`config.mk`:
```
export PLATFORM = sky130hd
export DESIGN_NAME = etos_timer
export DESIGN_NICKNAME = d
export VERILOG_FILES = /design/src/verilog/etos_pkg.sv /design/src/verilog/etos_timer.sv
export SDC_FILE = /design/constraint.sdc
export NUM_CORES = 1
export LEC_CHECK = 0
export ABC_AREA = 1
export BUFFER_PORTS_ARGS = -buffer_cell sky130_fd_sc_hd__buf_4
export CORE_MARGIN = 4
export CORE_UTILIZATION = 55
export DETAILED_ROUTE_END_ITERATION = 10
export PLACE_DENSITY = 0.94
export SETUP_SLACK_MARGIN = 0.3
export SLEW_MARGIN = 20
export SYNTH_ARGS = -nofsm -noshare
export SYNTH_HDL_FRONTEND = slang
export SYNTH_SLANG_ARGS = --single-unit
```
`constraint.sdc`:
```
create_clock -name aclk -period 2.1 [get_ports aclk]
set_clock_uncertainty 0.1 [all_clocks]
set_input_delay 0.42 -clock aclk [delete_from_list [all_inputs] [get_ports aclk]]
set_output_delay 0.42 -clock aclk [all_outputs]
set_load 0.02 [all_outputs]
```
`src/verilog/etos_pkg.sv`:
```
/*
  etos_pkg: register map, field layout, reset values and carriers
  for the edge-triggered one-shot timer.
  assumes: AXI4-Lite slave with 32-bit data, one aligned word per register.
*/
package etos_pkg;

  // register byte offsets
  localparam logic [3:0] etos_ctrl_addr = 4'h0;
  localparam logic [3:0] etos_period_addr = 4'h4;
  localparam logic [3:0] etos_width_addr = 4'h8;
  localparam logic [3:0] etos_status_addr = 4'hc;

  // control register fields
  localparam int etos_run_bit = 0;
  localparam int etos_mode_lsb = 8;
  localparam int etos_mode_w = 5;

  // status register fields
  localparam int etos_count_lsb = 0;
  localparam int etos_armed_bit = 8;
  localparam int etos_counting_bit = 9;
  localparam int etos_drive_bit = 10;

  // trigger edge selections
  localparam logic [4:0] etos_mode_rise = 5'h09;
  localparam logic [4:0] etos_mode_fall = 5'h0a;
  localparam logic [4:0] etos_mode_both = 5'h0b;

  // reset values
  localparam logic [4:0] etos_mode_rst = 5'h09;
  localparam logic [7:0] etos_period_rst = 8'hff;
  localparam logic [7:0] etos_width_rst = 8'h00;

  localparam logic [1:0] etos_resp_okay = 2'h0;
  localparam logic [1:0] etos_resp_slverr = 2'h2;

  typedef enum logic [1:0] {
    etos_idle = 2'b00,
    etos_armed = 2'b01,
    etos_count = 2'b11
  } etos_state_t;

  typedef struct packed {
    logic [7:0] count;
    logic drive;
  } etos_out_t;

endpackage

```
`src/verilog/etos_timer.sv`:
```
/*
  etos_timer: edge-triggered one-shot mode of an 8-bit period timer,
  with pwm drive control and an AXI4-Lite register slave.
  assumes: one 40 MHz clock, synchronous active-low reset, trigger pin
  asynchronous to aclk, tick enable from the timer clock divider.
*/
// Register access over AXI4-Lite and the placing of the registers were decided locally.
// What this block does
// - armed timer waits for qualifying trigger edge
// - period match clears run enable bit
// - mode 01001 rise, 01010 fall, 01011 both
// - rearm after stop needs fresh trigger edge
// - starting trigger edge asserts pwm drive
// - pulse-width match deasserts pwm drive
// - drive stays off until next trigger
`timescale 1ns/1ps
`default_nettype none

module etos_timer (
  input wire logic aclk,
  input wire logic aresetn,
  input wire logic timer_tick,
  input wire logic external_trigger_input,
  input wire logic [3:0] s_axi_awaddr,
  input wire logic s_axi_awvalid,
  output logic s_axi_awready,
  input wire logic [31:0] s_axi_wdata,
  input wire logic [3:0] s_axi_wstrb,
  input wire logic s_axi_wvalid,
  output logic s_axi_wready,
  output logic [1:0] s_axi_bresp,
  output logic s_axi_bvalid,
  input wire logic s_axi_bready,
  input wire logic [3:0] s_axi_araddr,
  input wire logic s_axi_arvalid,
  output logic s_axi_arready,
  output logic [31:0] s_axi_rdata,
  output logic [1:0] s_axi_rresp,
  output logic s_axi_rvalid,
  input wire logic s_axi_rready,
  output logic [7:0] timer_count,
  output logic pwm_drive
);

  function automatic logic edge_hit(input logic [4:0] mode, input logic prev,
                                    input logic cur);
    logic rise;
    logic fall;
    rise = cur & ~prev;
    fall = prev & ~cur;
    unique case (mode)
      etos_pkg::etos_mode_rise: edge_hit = rise;
      etos_pkg::etos_mode_fall: edge_hit = fall;
      etos_pkg::etos_mode_both: edge_hit = rise | fall;
      default: edge_hit = 1'b0;
    endcase
  endfunction

  // word select used by the write register decode; the read decode compares s_axi_araddr[3:2] directly
  function automatic logic word_is(input logic [3:0] addr, input logic [3:0] reg_addr);
    word_is = (addr[3:2] == reg_addr[3:2]);
  endfunction

  // trigger synchroniser; first stage read only by the second
  logic trig_meta;
  logic trig_sync;
  logic trig_prev;
  always_ff @(posedge aclk) begin
    if (!aresetn) begin
      trig_meta <= 1'b0;
      trig_sync <= 1'b0;
      trig_prev <= 1'b0;
    end else begin
      trig_meta <= external_trigger_input;
      trig_sync <= trig_meta;
      trig_prev <= trig_sync;
    end
  end

  logic run;
  logic [4:0] mode;
  logic [7:0] period_match_value;
  logic [7:0] pulse_width_compare_value;
  etos_pkg::etos_state_t state;
  etos_pkg::etos_out_t outs;

  logic trig_edge;
  logic period_hit;
  logic width_hit;
  assign trig_edge = edge_hit(mode, trig_prev, trig_sync);
  assign period_hit = (state == etos_pkg::etos_count) && timer_tick
                      && (outs.count == period_match_value);
  assign width_hit = (state == etos_pkg::etos_count) && timer_tick
                     && (outs.count == pulse_width_compare_value);

  // write channel: address and data taken independently
  logic aw_held;
  logic w_held;
  logic [3:0] aw_addr;
  logic [31:0] w_data;
  logic [3:0] w_strb;
  logic wr_go;
  assign wr_go = aw_held && w_held && !s_axi_bvalid;

  always_ff @(posedge aclk) begin
    if (!aresetn) begin
      aw_held <= 1'b0;
      aw_addr <= 4'h0;
    end else if (s_axi_awvalid && s_axi_awready) begin
      aw_held <= 1'b1;
      aw_addr <= s_axi_awaddr;
    end else if (wr_go) begin
      aw_held <= 1'b0;
    end
  end

  always_ff @(posedge aclk) begin
    if (!aresetn) begin
      w_held <= 1'b0;
      w_data <= 32'h0;
      w_strb <= 4'h0;
    end else if (s_axi_wvalid && s_axi_wready) begin
      w_held <= 1'b1;
      w_data <= s_axi_wdata;
      w_strb <= s_axi_wstrb;
    end else if (wr_go) begin
      w_held <= 1'b0;
    end
  end

  // ready drops for the cycle after a handshake, so one beat is never taken twice
  always_ff @(posedge aclk) begin
    if (!aresetn) begin
      s_axi_awready <= 1'b0;
    end else begin
      s_axi_awready <= !aw_held && !(s_axi_awvalid && s_axi_awready);
    end
  end

  always_ff @(posedge aclk) begin
    if (!aresetn) begin
      s_axi_wready <= 1'b0;
    end else begin
      s_axi_wready <= !w_held && !(s_axi_wvalid && s_axi_wready);
    end
  end

  // every word of the 4-bit space is mapped; the error answer stays as a guard
  logic sel_ctrl;
  logic sel_period;
  logic sel_width;
  logic sel_status;
  logic wr_mapped;
  assign sel_ctrl = word_is(aw_addr, etos_pkg::etos_ctrl_addr);
  assign sel_period = word_is(aw_addr, etos_pkg::etos_period_addr);
  assign sel_width = word_is(aw_addr, etos_pkg::etos_width_addr);
  assign sel_status = word_is(aw_addr, etos_pkg::etos_status_addr);
  assign wr_mapped = sel_ctrl || sel_period || sel_width || sel_status;

  always_ff @(posedge aclk) begin
    if (!aresetn) begin
      s_axi_bvalid <= 1'b0;
      s_axi_bresp <= etos_pkg::etos_resp_okay;
    end else if (wr_go) begin
      s_axi_bvalid <= 1'b1;
      s_axi_bresp <= wr_mapped ? etos_pkg::etos_resp_okay : etos_pkg::etos_resp_slverr;
    end else if (s_axi_bready) begin
      s_axi_bvalid <= 1'b0;
    end
  end

  logic ctrl_wr;
  assign ctrl_wr = wr_go && sel_ctrl;

  // run enable: hardware clear at period match wins over a software set
  always_ff @(posedge aclk) begin
    if (!aresetn) begin
      run <= 1'b0;
    end else if (period_hit) begin
      run <= 1'b0;
    end else if (ctrl_wr && w_strb[0]) begin
      run <= w_data[etos_pkg::etos_run_bit];
    end
  end

  always_ff @(posedge aclk) begin
    if (!aresetn) begin
      mode <= etos_pkg::etos_mode_rst;
      period_match_value <= etos_pkg::etos_period_rst;
      pulse_width_compare_value <= etos_pkg::etos_width_rst;
    end else if (wr_go) begin
      if (ctrl_wr && w_strb[1]) begin
        mode <= w_data[etos_pkg::etos_mode_lsb +: etos_pkg::etos_mode_w];
      end
      // byte 0 carries run, period and width; byte 1 the mode
      if (sel_period && w_strb[0]) begin
        period_match_value <= w_data[7:0];
      end
      if (sel_width && w_strb[0]) begin
        pulse_width_compare_value <= w_data[7:0];
      end
    end
  end

  // sequencer; any loss of run returns to idle, so rearming needs a new edge
  always_ff @(posedge aclk) begin
    if (!aresetn) begin
      state <= etos_pkg::etos_idle;
    end else if (!run) begin
      state <= etos_pkg::etos_idle;
    end else begin
      unique case (state)
        etos_pkg::etos_idle: state <= etos_pkg::etos_armed;
        etos_pkg::etos_armed: begin
          if (trig_edge) begin
            state <= etos_pkg::etos_count;
          end
        end
        etos_pkg::etos_count: begin
          if (period_hit) begin
            state <= etos_pkg::etos_idle;
          end
        end
        default: state <= etos_pkg::etos_idle;
      endcase
    end
  end

  // counter holds its value when stopped by software, zero after a shot
  always_ff @(posedge aclk) begin
    if (!aresetn) begin
      outs.count <= 8'h00;
    end else if (period_hit) begin
      outs.count <= 8'h00;
    end else if (state == etos_pkg::etos_armed && run && trig_edge) begin
      outs.count <= 8'h00;
    end else if (state == etos_pkg::etos_count && run && timer_tick) begin
      outs.count <= outs.count + 8'h01;
    end
  end

  // pwm drive: on at trigger, off at width match, held off at period halt
  always_ff @(posedge aclk) begin
    if (!aresetn) begin
      outs.drive <= 1'b0;
    end else if (state == etos_pkg::etos_armed && run && trig_edge) begin
      outs.drive <= 1'b1;
    end else if (width_hit) begin
      outs.drive <= 1'b0;
    end else if (period_hit) begin
      outs.drive <= 1'b0;
    end
  end

  assign timer_count = outs.count;
  assign pwm_drive = outs.drive;

  // read channel
  logic [31:0] rd_word;
  logic rd_ok;
  always_comb begin
    rd_word = 32'h0;
    rd_ok = 1'b1;
    unique case (s_axi_araddr[3:2])
      etos_pkg::etos_ctrl_addr[3:2]: begin
        rd_word[etos_pkg::etos_run_bit] = run;
        rd_word[etos_pkg::etos_mode_lsb +: etos_pkg::etos_mode_w] = mode;
      end
      etos_pkg::etos_period_addr[3:2]: rd_word[7:0] = period_match_value;
      etos_pkg::etos_width_addr[3:2]: rd_word[7:0] = pulse_width_compare_value;
      etos_pkg::etos_status_addr[3:2]: begin
        rd_word[etos_pkg::etos_count_lsb +: 8] = outs.count;
        rd_word[etos_pkg::etos_armed_bit] = (state == etos_pkg::etos_armed);
        rd_word[etos_pkg::etos_counting_bit] = (state == etos_pkg::etos_count);
        rd_word[etos_pkg::etos_drive_bit] = outs.drive;
      end
      default: rd_ok = 1'b0;
    endcase
  end

  always_ff @(posedge aclk) begin
    if (!aresetn) begin
      s_axi_arready <= 1'b0;
      s_axi_rvalid <= 1'b0;
      s_axi_rdata <= 32'h0;
      s_axi_rresp <= etos_pkg::etos_resp_okay;
    end else if (s_axi_arvalid && s_axi_arready) begin
      s_axi_arready <= 1'b0;
      s_axi_rvalid <= 1'b1;
      s_axi_rdata <= rd_word;
      s_axi_rresp <= rd_ok ? etos_pkg::etos_resp_okay : etos_pkg::etos_resp_slverr;
    end else if (s_axi_rvalid) begin
      if (s_axi_rready) begin
        s_axi_rvalid <= 1'b0;
      end
    end else begin
      s_axi_arready <= 1'b1;
    end
  end

endmodule

`default_nettype wire

```
# [After elaboration in Yosys (flattened, before gate mapping)]
# Cells that the tools add are included.
[totals] mem_bits_ro=0 ramBits=0 regBits=77 out_inout_bits=50 memories=0 latch_bits=0 elab_cells=106
[op_classes] n_lt_le_gt_ge=0 n_mux=20 add_sub_neg=1 reduce_logical=42 multipliers=0 shifts=0 div_mod_pow=0 n_bitwise=6 eq_ne=15
[ops] operator="7-bit one-hot mux with 3 select lines" count=1
[ops] operator="1-bit logical AND" count=19
[ops] operator="8-bit == test" count=2
[ops] operator="5-bit by 4-bit == test with 1-bit output (second input constant)" count=3
[ops] operator="1-bit two-way mux" count=11
[ops] operator="2-bit == test (second input constant)" count=5
[ops] operator="2-bit AND reduction" count=5
[ops] operator="8-bit by 1-bit adder with 8-bit output (second input constant)" count=1
[ops] operator="2-bit two-way mux" count=4
[ops] operator="2-bit by 1-bit == test with 1-bit output (second input constant)" count=3
[ops] operator="2-bit zero test" count=3
[ops] operator="2-bit one-hot mux with 3 select lines" count=1
[ops] operator="3-bit one-hot mux with 2 select lines" count=1
[ops] operator="2-bit nonzero test" count=3
[ops] operator="1-bit zero test" count=5
[ops] operator="2-bit inequality test (second input constant)" count=2
[ops] operator="1-bit one-hot mux with 4 select lines" count=1
[ops] operator="2-bit OR reduction" count=2
[ops] operator="1-bit logical OR" count=3
[ops] operator="1-bit NOT" count=3
[ops] operator="1-bit one-hot mux with 3 select lines" count=1
[ops] operator="3-bit nonzero test" count=1
[ops] operator="3-bit OR reduction" count=1
[ops] operator="1-bit bitwise AND" count=2
[ops] operator="1-bit OR" count=1

# [Depth between registers and ports, before layout]
# Gate-level depths: netlist of run 1.
[logic_depth] depth_word=6 depth_mapped=9 mapped_depth_nobuf=9

# [Least setup slack after synthesis of run 1]
# OpenSTA, ideal clock, no wires.
[synth_path] path_kind="input to register" start="in s_axi_araddr[2]" end="reg s_axi_rdata[0]" slack_ns=0.668 arrival_time_ns=1.200 required_ns=1.869 setup_ns=0.131 stages=6 cell_sequence="inv_1 -> ha_1 -> clkbuf_1 -> a22o_1 -> a21oi_1 -> a21oi_1"
[synth_between] elab_chain_cells=2 elab_cells_between_ends=5
[synth_rtl] item="start: declaration" line="etos_timer.sv:34" text="input wire logic [3:0] s_axi_araddr,"
[synth_rtl] item="2-bit == test (tied with other cells)" line="etos_timer.sv:264" text="unique case (s_axi_araddr[3:2])"
[synth_rtl] item="1-bit one-hot mux with 4 select lines (*)" line="etos_timer.sv:264"
[synth_rtl] item="end signal: assignment" line="etos_timer.sv:290" text="s_axi_rdata <= rd_word;"
[synth_rtl] item="end: declaration" line="etos_timer.sv:37" text="output logic [31:0] s_axi_rdata,"
# Every way passes the cells marked *; elsewhere a longest branch is shown, timed or not.
# A chain may end at the register's enable or synchronous reset.

# [Worst setup path in the final report of run 1]
[layout_path] start="reg outs (netlist bit timer_count[0])" end="out timer_count[0]"
[layout_rtl] item="start: declaration" line="etos_timer.sv:85" text="etos_pkg::etos_out_t outs;"
[layout_rtl] item="end: declaration" line="etos_timer.sv:41" text="output logic [7:0] timer_count,"
# No word-level cell between the ends.

==> results of run 1 <==
==> state kept, by name, indices dropped and copies added, names as in the netlist, 2 cells and up <==
name and flops:
aw_addr 2, mode 5, period_match_value 8, pulse_width_compare_value 8, s_axi_rdata 13, state 2, timer_count 8, w_data 13
w_strb 2
==> layout make-up <==
cell class | count | area, µm² | share of cell area (%)
Inverter | 35 | 133 | 3.33
Tap cell | 75 | 93.8 | 2.36
Timing Repair Buffer | 59 | 443 | 11.1
Clock inverter | 7 | 100 | 2.51
Multi-Input combinational cell | 323 | 1610 | 40.4
Clock buffer | 9 | 124 | 3.11
Sequential cell | 74 | 1480 | 37.2
==> cells by family (layout without fill, tap and decap cells) <==
logic type                 count (synthesis)  count (layout)  synth area share (%)
DFF                                       74              74                  43.9
xor gates and xnor gates                  18              18                  4.67
AOI/OAI and AO/OA                         72              72                  11.5
and+or+nand+nor                          203             203                  26.1
other                                      1              22                 0.111
adders and majority gates                  8               8                  2.97
buffers and inverters                     72             110                  10.8
==> worst paths after layout <==
kind / start / to / slack (ns) / cells past startpoint
setup reg to reg: trig_sync / timer_count[1] / 0.57 / 8
hold reg to reg: trig_meta / trig_sync / 0.33 / 2
hold / removal: external_trigger_input / trig_meta / 0.14 / 3
setup / recovery: timer_count[0] / timer_count[0] / 0.47 / 1
==> layer usage <==
layer  GRT usage [%]  share of wire [%]
met2            33.8                 47
met3            3.42                6.6
met4            10.5                2.2
met1            25.3                 44
met5               0                  0
==> cell usage in the layout, fill, tap and decap left out, drive strengths merged, types with 4 or more instances in the layout <==
master and n:
o211ai 5, nor2 65, clkbuf 9, buf 59, ha 8, nand2 102, clkinv 4, nand3 27
xnor2 14, dfxtp 74, a21oi 31, conb 22, xor2 4, inv 36, o21ai 31
==> power breakdown <==
group          total, mW  leakage, nW  switching [mW]  internal (mW)
registers           1.47        0.602          0.0297           1.44
clock network       1.25        0.115           0.565          0.681
logic              0.257         1.10           0.163         0.0934
==> synth_stat cells (all sizes together) <==
library cell | number | area, µm²
a22o | 2 | 17.5
o22ai | 1 | 6.26
buf | 28 | 195
nor2 | 65 | 280
and3 | 1 | 6.26
nor3 | 3 | 20.0
nand3 | 27 | 145
inv | 33 | 124
dfxtp | 74 | 1480
clkbuf | 9 | 35.0
xnor2 | 14 | 123
nand3b | 1 | 7.51
a21oi | 31 | 155
nand4 | 2 | 12.5
ha | 8 | 100
a211oi | 1 | 7.51
o221ai | 1 | 8.76
or2 | 2 | 12.5
xor2 | 4 | 35.0
o211ai | 5 | 37.5
conb | 1 | 3.75
o21ai | 31 | 155
clkinv | 2 | 8.75
nand2 | 102 | 395
==> out/metrics.csv, run 1 <==
metric;value;unit
root_buffer;sky130_fd_sc_hd__clkbuf_8;
postCtsSetupRepairBufs;0;
layout_cell_share_with_drive_strength_beyond_1;17.8;%
startpoint_type;flop;
timing.critical_path.cells;buf_4;
ir_worst_vdd;0.000502;V
synth.ff_latch_count;74;
final-max-slew-violation-count;0;
cp_data_arrival_time;1.11;ns
final.setup.tns;0;ns
synthDistinctLibCells;37;
detailedRoute.firstPassIterationCount;4;
vias_in_the_first_global_route;2731;
synth-seq-area-share;43.9;%
cts-hold-fix-buffers;0;
crit_path_end_kind;output port;
grt_setup_unrepaired;no;
tritoncts;built;
final_core_utilization;67.3;%
setup_viol_count_final;0;
syn2layout_area_growth;18.1;%
crit_path_max_incr_delay;0.54;ns
die_h;86.3;µm
maxCapViolCount;0;
clock_net_sink_count;74;
cell_count_post_placement;566;
cp.buffers_inverters;1;
pwr_dens;748;nW/µm²
totalPowerFinal;2.98;mW
count_of_mapped_cells_out_of_synthesis;448;
finalWorstPathRequiredPeriod;1.63;ns
drt-wirelength-per-cell;12.7;µm
detailed_place.area;3760;µm²
cp_slowest_cell;sky130_fd_sc_hd__dfxtp_1;
clock_path_buffers;2;
mapped_cell_area;3370;µm²
worstMarginPinSlew;0.552;ns
finalWirelength;7.37;mm
grt_antenna_before_repair;0;
place.gp.congestion;0.914;
stdcell_area;3980;µm²
timing_worst_setup_path_type;reg2out;
drt-vias-per-instance;5.06;
clock_insertion_delay_worst_skew;0.35;ns
core_area;5920;µm²
post-route-period-util;77.4;%
io_buffer_count;55;
cts_max_level;3;
dp_worst_setup_slack;0.320;ns
numCtsBuffers;9;
start_util;57.0;%
die_area;7450;µm²
remaining_drc_errors;0;
required;1.58;ns
worst_setup_slack_after_layout;0.474;ns
overflow;0;
stdcell_count;582;
clock_slew_seen_by_the_registers_of_the_worst_setup_and_hold_paths;0.08;ns
fmax;615;MHz
fp.dieW;86.3;µm
crit_path_max_delay_family;flip-flops;
hold_violations;0;
synth.yosys.warnings;0;
maximum_number_of_pins_on_one_net_before_global_route_repair;35;
class_of_the_worst_hold_path;in2reg;
post_cts_resize_count;0;
ant_nets;0;
layout.nets;563;
max_slew_margin;63.0;%
final.fill_count;505;
vias;2943;
floorplan.io_pins;103;
antenna_cells;0;
run_status;finished clean;
worstPathMaxFanout;7;
detailedPlacementHpwl;5.42;mm
grtUsageTotal;20.3;%
hold_slack;0.143;ns
syn-mean-instance-area;7.53;µm²
number_of_placement_rows;28;
drt-initial-drc-count;209;
grt_pass1_wl;12.1;mm
leakage;1.82;nW
No activity file was read; power rests on OpenSTA's default activity.
==> run 2: changes to the inputs <==
--- a/config.mk
+++ b/config.mk
@@ -8,9 +8,9 @@
 export ABC_AREA = 1
 export BUFFER_PORTS_ARGS = -buffer_cell sky130_fd_sc_hd__buf_4
 export CORE_MARGIN = 4
-export CORE_UTILIZATION = 55
+export CORE_UTILIZATION = 51
 export DETAILED_ROUTE_END_ITERATION = 10
-export PLACE_DENSITY = 0.94
+export PLACE_DENSITY = 0.88
 export SETUP_SLACK_MARGIN = 0.3
 export SLEW_MARGIN = 20
 export SYNTH_ARGS = -nofsm -noshare
==> constraint.sdc (replaced) <==
create_clock -name aclk -period 1.7 [get_ports aclk]
set_clock_uncertainty 0.1 [all_clocks]
set_input_delay 0.34 -clock aclk [delete_from_list [all_inputs] [get_ports aclk]]
set_output_delay 0.34 -clock aclk [all_outputs]
set_load 0.02 [all_outputs]
==> out/metrics.csv, run 2 (synthesis results as in run 1) <==
metric;value;unit
hold_violations;0;
clock_path_buffers;2;
final.setup.tns;0;ns
final_core_utilization;68.6;%
stdcell_count;610;
antenna_cells;0;
die_area;7980;µm²
drt-wirelength-per-cell;13.8;µm
timing.critical_path.cells;nand2_2, nor2_4, inv_2, nor2_4, inv_2, nor2_8, clkinv_4, nor2_1, nor2_1;
grt_setup_unrepaired;yes;
grtUsageTotal;19.1;%
leakage;1.96;nW
number_of_placement_rows;29;
finalWirelength;8.42;mm
startpoint_type;flop;
class_of_the_worst_hold_path;in2reg;
post-route-period-util;87.1;%
place.gp.congestion;0.889;
fp.dieW;89.3;µm
maxCapViolCount;0;
start_util;52.8;%
totalPowerFinal;3.40;mW
layout.nets;589;
die_h;89.3;µm
ir_worst_vdd;0.000741;V
ant_nets;0;
crit_path_end_kind;flop;
layout_cell_share_with_drive_strength_beyond_1;30.2;%
drt-initial-drc-count;192;
vias;3109;
cp_data_arrival_time;1.61;ns
final-max-slew-violation-count;0;
cts-hold-fix-buffers;0;
tritoncts;built;
detailedRoute.firstPassIterationCount;5;
drt-vias-per-instance;5.10;
clock_insertion_delay_worst_skew;0.35;ns
detailedPlacementHpwl;5.66;mm
cts_max_level;3;
fmax;675;MHz
layout_top_registers;s_axi_rdata x13, w_data x13;
cp_slowest_cell;sky130_fd_sc_hd__dfxtp_2;
clock_net_sink_count;74;
timing_worst_setup_path_type;reg2reg;
most-common-layout-cells;sky130_fd_sc_hd__nand2_1, sky130_fd_sc_hd__buf_4, sky130_fd_sc_hd__dfxtp_1;
cp.buffers_inverters;3;
clock_slew_seen_by_the_registers_of_the_worst_setup_and_hold_paths;0.08;ns
maximum_number_of_pins_on_one_net_before_global_route_repair;35;
vias_in_the_first_global_route;2640;
run_status;finished clean;
finalWorstPathRequiredPeriod;1.48;ns
crit_path_max_delay_family;simple AND/OR/NAND/NOR gates;
core_area;6390;µm²
grt_antenna_before_repair;0;
mostFrequentLayoutCell;sky130_fd_sc_hd__nand2_1;
overflow;0;
floorplan.io_pins;103;
grt_pass1_wl;11.8;mm
crit_path_max_incr_delay;0.35;ns
setup_viol_count_final;0;
io_buffer_count;55;
stdcell_area;4380;µm²
root_buffer;sky130_fd_sc_hd__clkbuf_8;
cell_count_post_placement;575;
final.fill_count;504;
pwr_dens;776;nW/µm²
numCtsBuffers;9;
worstPathMaxFanout;6;
remaining_drc_errors;0;
required;1.83;ns
syn2layout_area_growth;29.8;%
detailed_place.area;3810;µm²
[run 2: cell count changes in the layout (fill, tap and decap cells not counted), moves of 4 or more]
cell	delta
sky130_fd_sc_hd__buf_4	+18
sky130_fd_sc_hd__dfxtp_1	-13
sky130_fd_sc_hd__nor2_1	-8
sky130_fd_sc_hd__o21ai_0	-8
sky130_fd_sc_hd__dfxtp_4	+7
sky130_fd_sc_hd__o21ai_2	+7
sky130_fd_sc_hd__buf_6	+6
sky130_fd_sc_hd__dfxtp_2	+6
sky130_fd_sc_hd__inv_1	-5
sky130_fd_sc_hd__inv_2	+4
sky130_fd_sc_hd__nor2_2	+4
sky130_fd_sc_hd__nor2_4	+4
[run 2: final timing paths]
kind                                        startpoint                      endpoint  slack [ns]  cells after the start
worst min-delay path            external_trigger_input                     trig_meta        0.07                      3
worst min register to register               trig_meta                     trig_sync        0.31                      2
worst max register to register                 aw_held  pulse_width_compare_value[0]        0.22                      9
worst max-delay path                           aw_held  pulse_width_compare_value[0]        0.22                      9
[run 2: stage by stage]
stage / worst slack [ns] / hold WS (ns)
after floorplan: 0.315 / 0.290
after global placement: 0.173 / 0.296
after detailed placement: 0.137 / 0.296
after CTS: 0.267 / 0.0612
after global routing: 0.146 / 0.0668
final: 0.219 / 0.0742
[run 2: report_power, final]
part,leakage (nW),switching [mW],internal [mW]
Clock,0.0863,0.656,0.578
Sequential,0.610,0.0410,1.77
Combinational,1.27,0.216,0.135
Total,1.96,0.914,2.49
[run 2: area by class of cell]
class	count	area, µm²	area share [%]
Timing Repair Buffer	84	666	15.2
Inverter	35	138	3.14
Multi-Input combinational cell	323	1780	40.6
Tap cell	77	96.3	2.20
Sequential cell	74	1520	34.6
Clock buffer	11	141	3.23
Timing Repair inverter	1	6.26	0.143
Clock inverter	5	37.5	0.857
[run 2: what timing repair did]
action                                  4_1_cts  5_1_grt
endpoints found under the setup margin       24       30
gates cloned                                  0        2
setup buffers                                 2       15
resized for setup                            25       59
hold endpoints to repair                      0        0
pin swaps                                     5       23
[run 2: routing by layer]
layer | wire (µm) | track usage (%) | vias to the layer above
li1 | - | - | 1555
met1 | 3510 | 24.1 | 1414
met2 | 4110 | 31.3 | 123
met3 | 644 | 5.35 | 17
met4 | 152 | 6.63 | 0
met5 | 0 | 0 | -
[run 2: worst min-delay path, delay by kind of cell]
family	cells	cell delay, ns
buffers and inverters	2	0.12
AND/OR/NAND/NOR	1	0.04
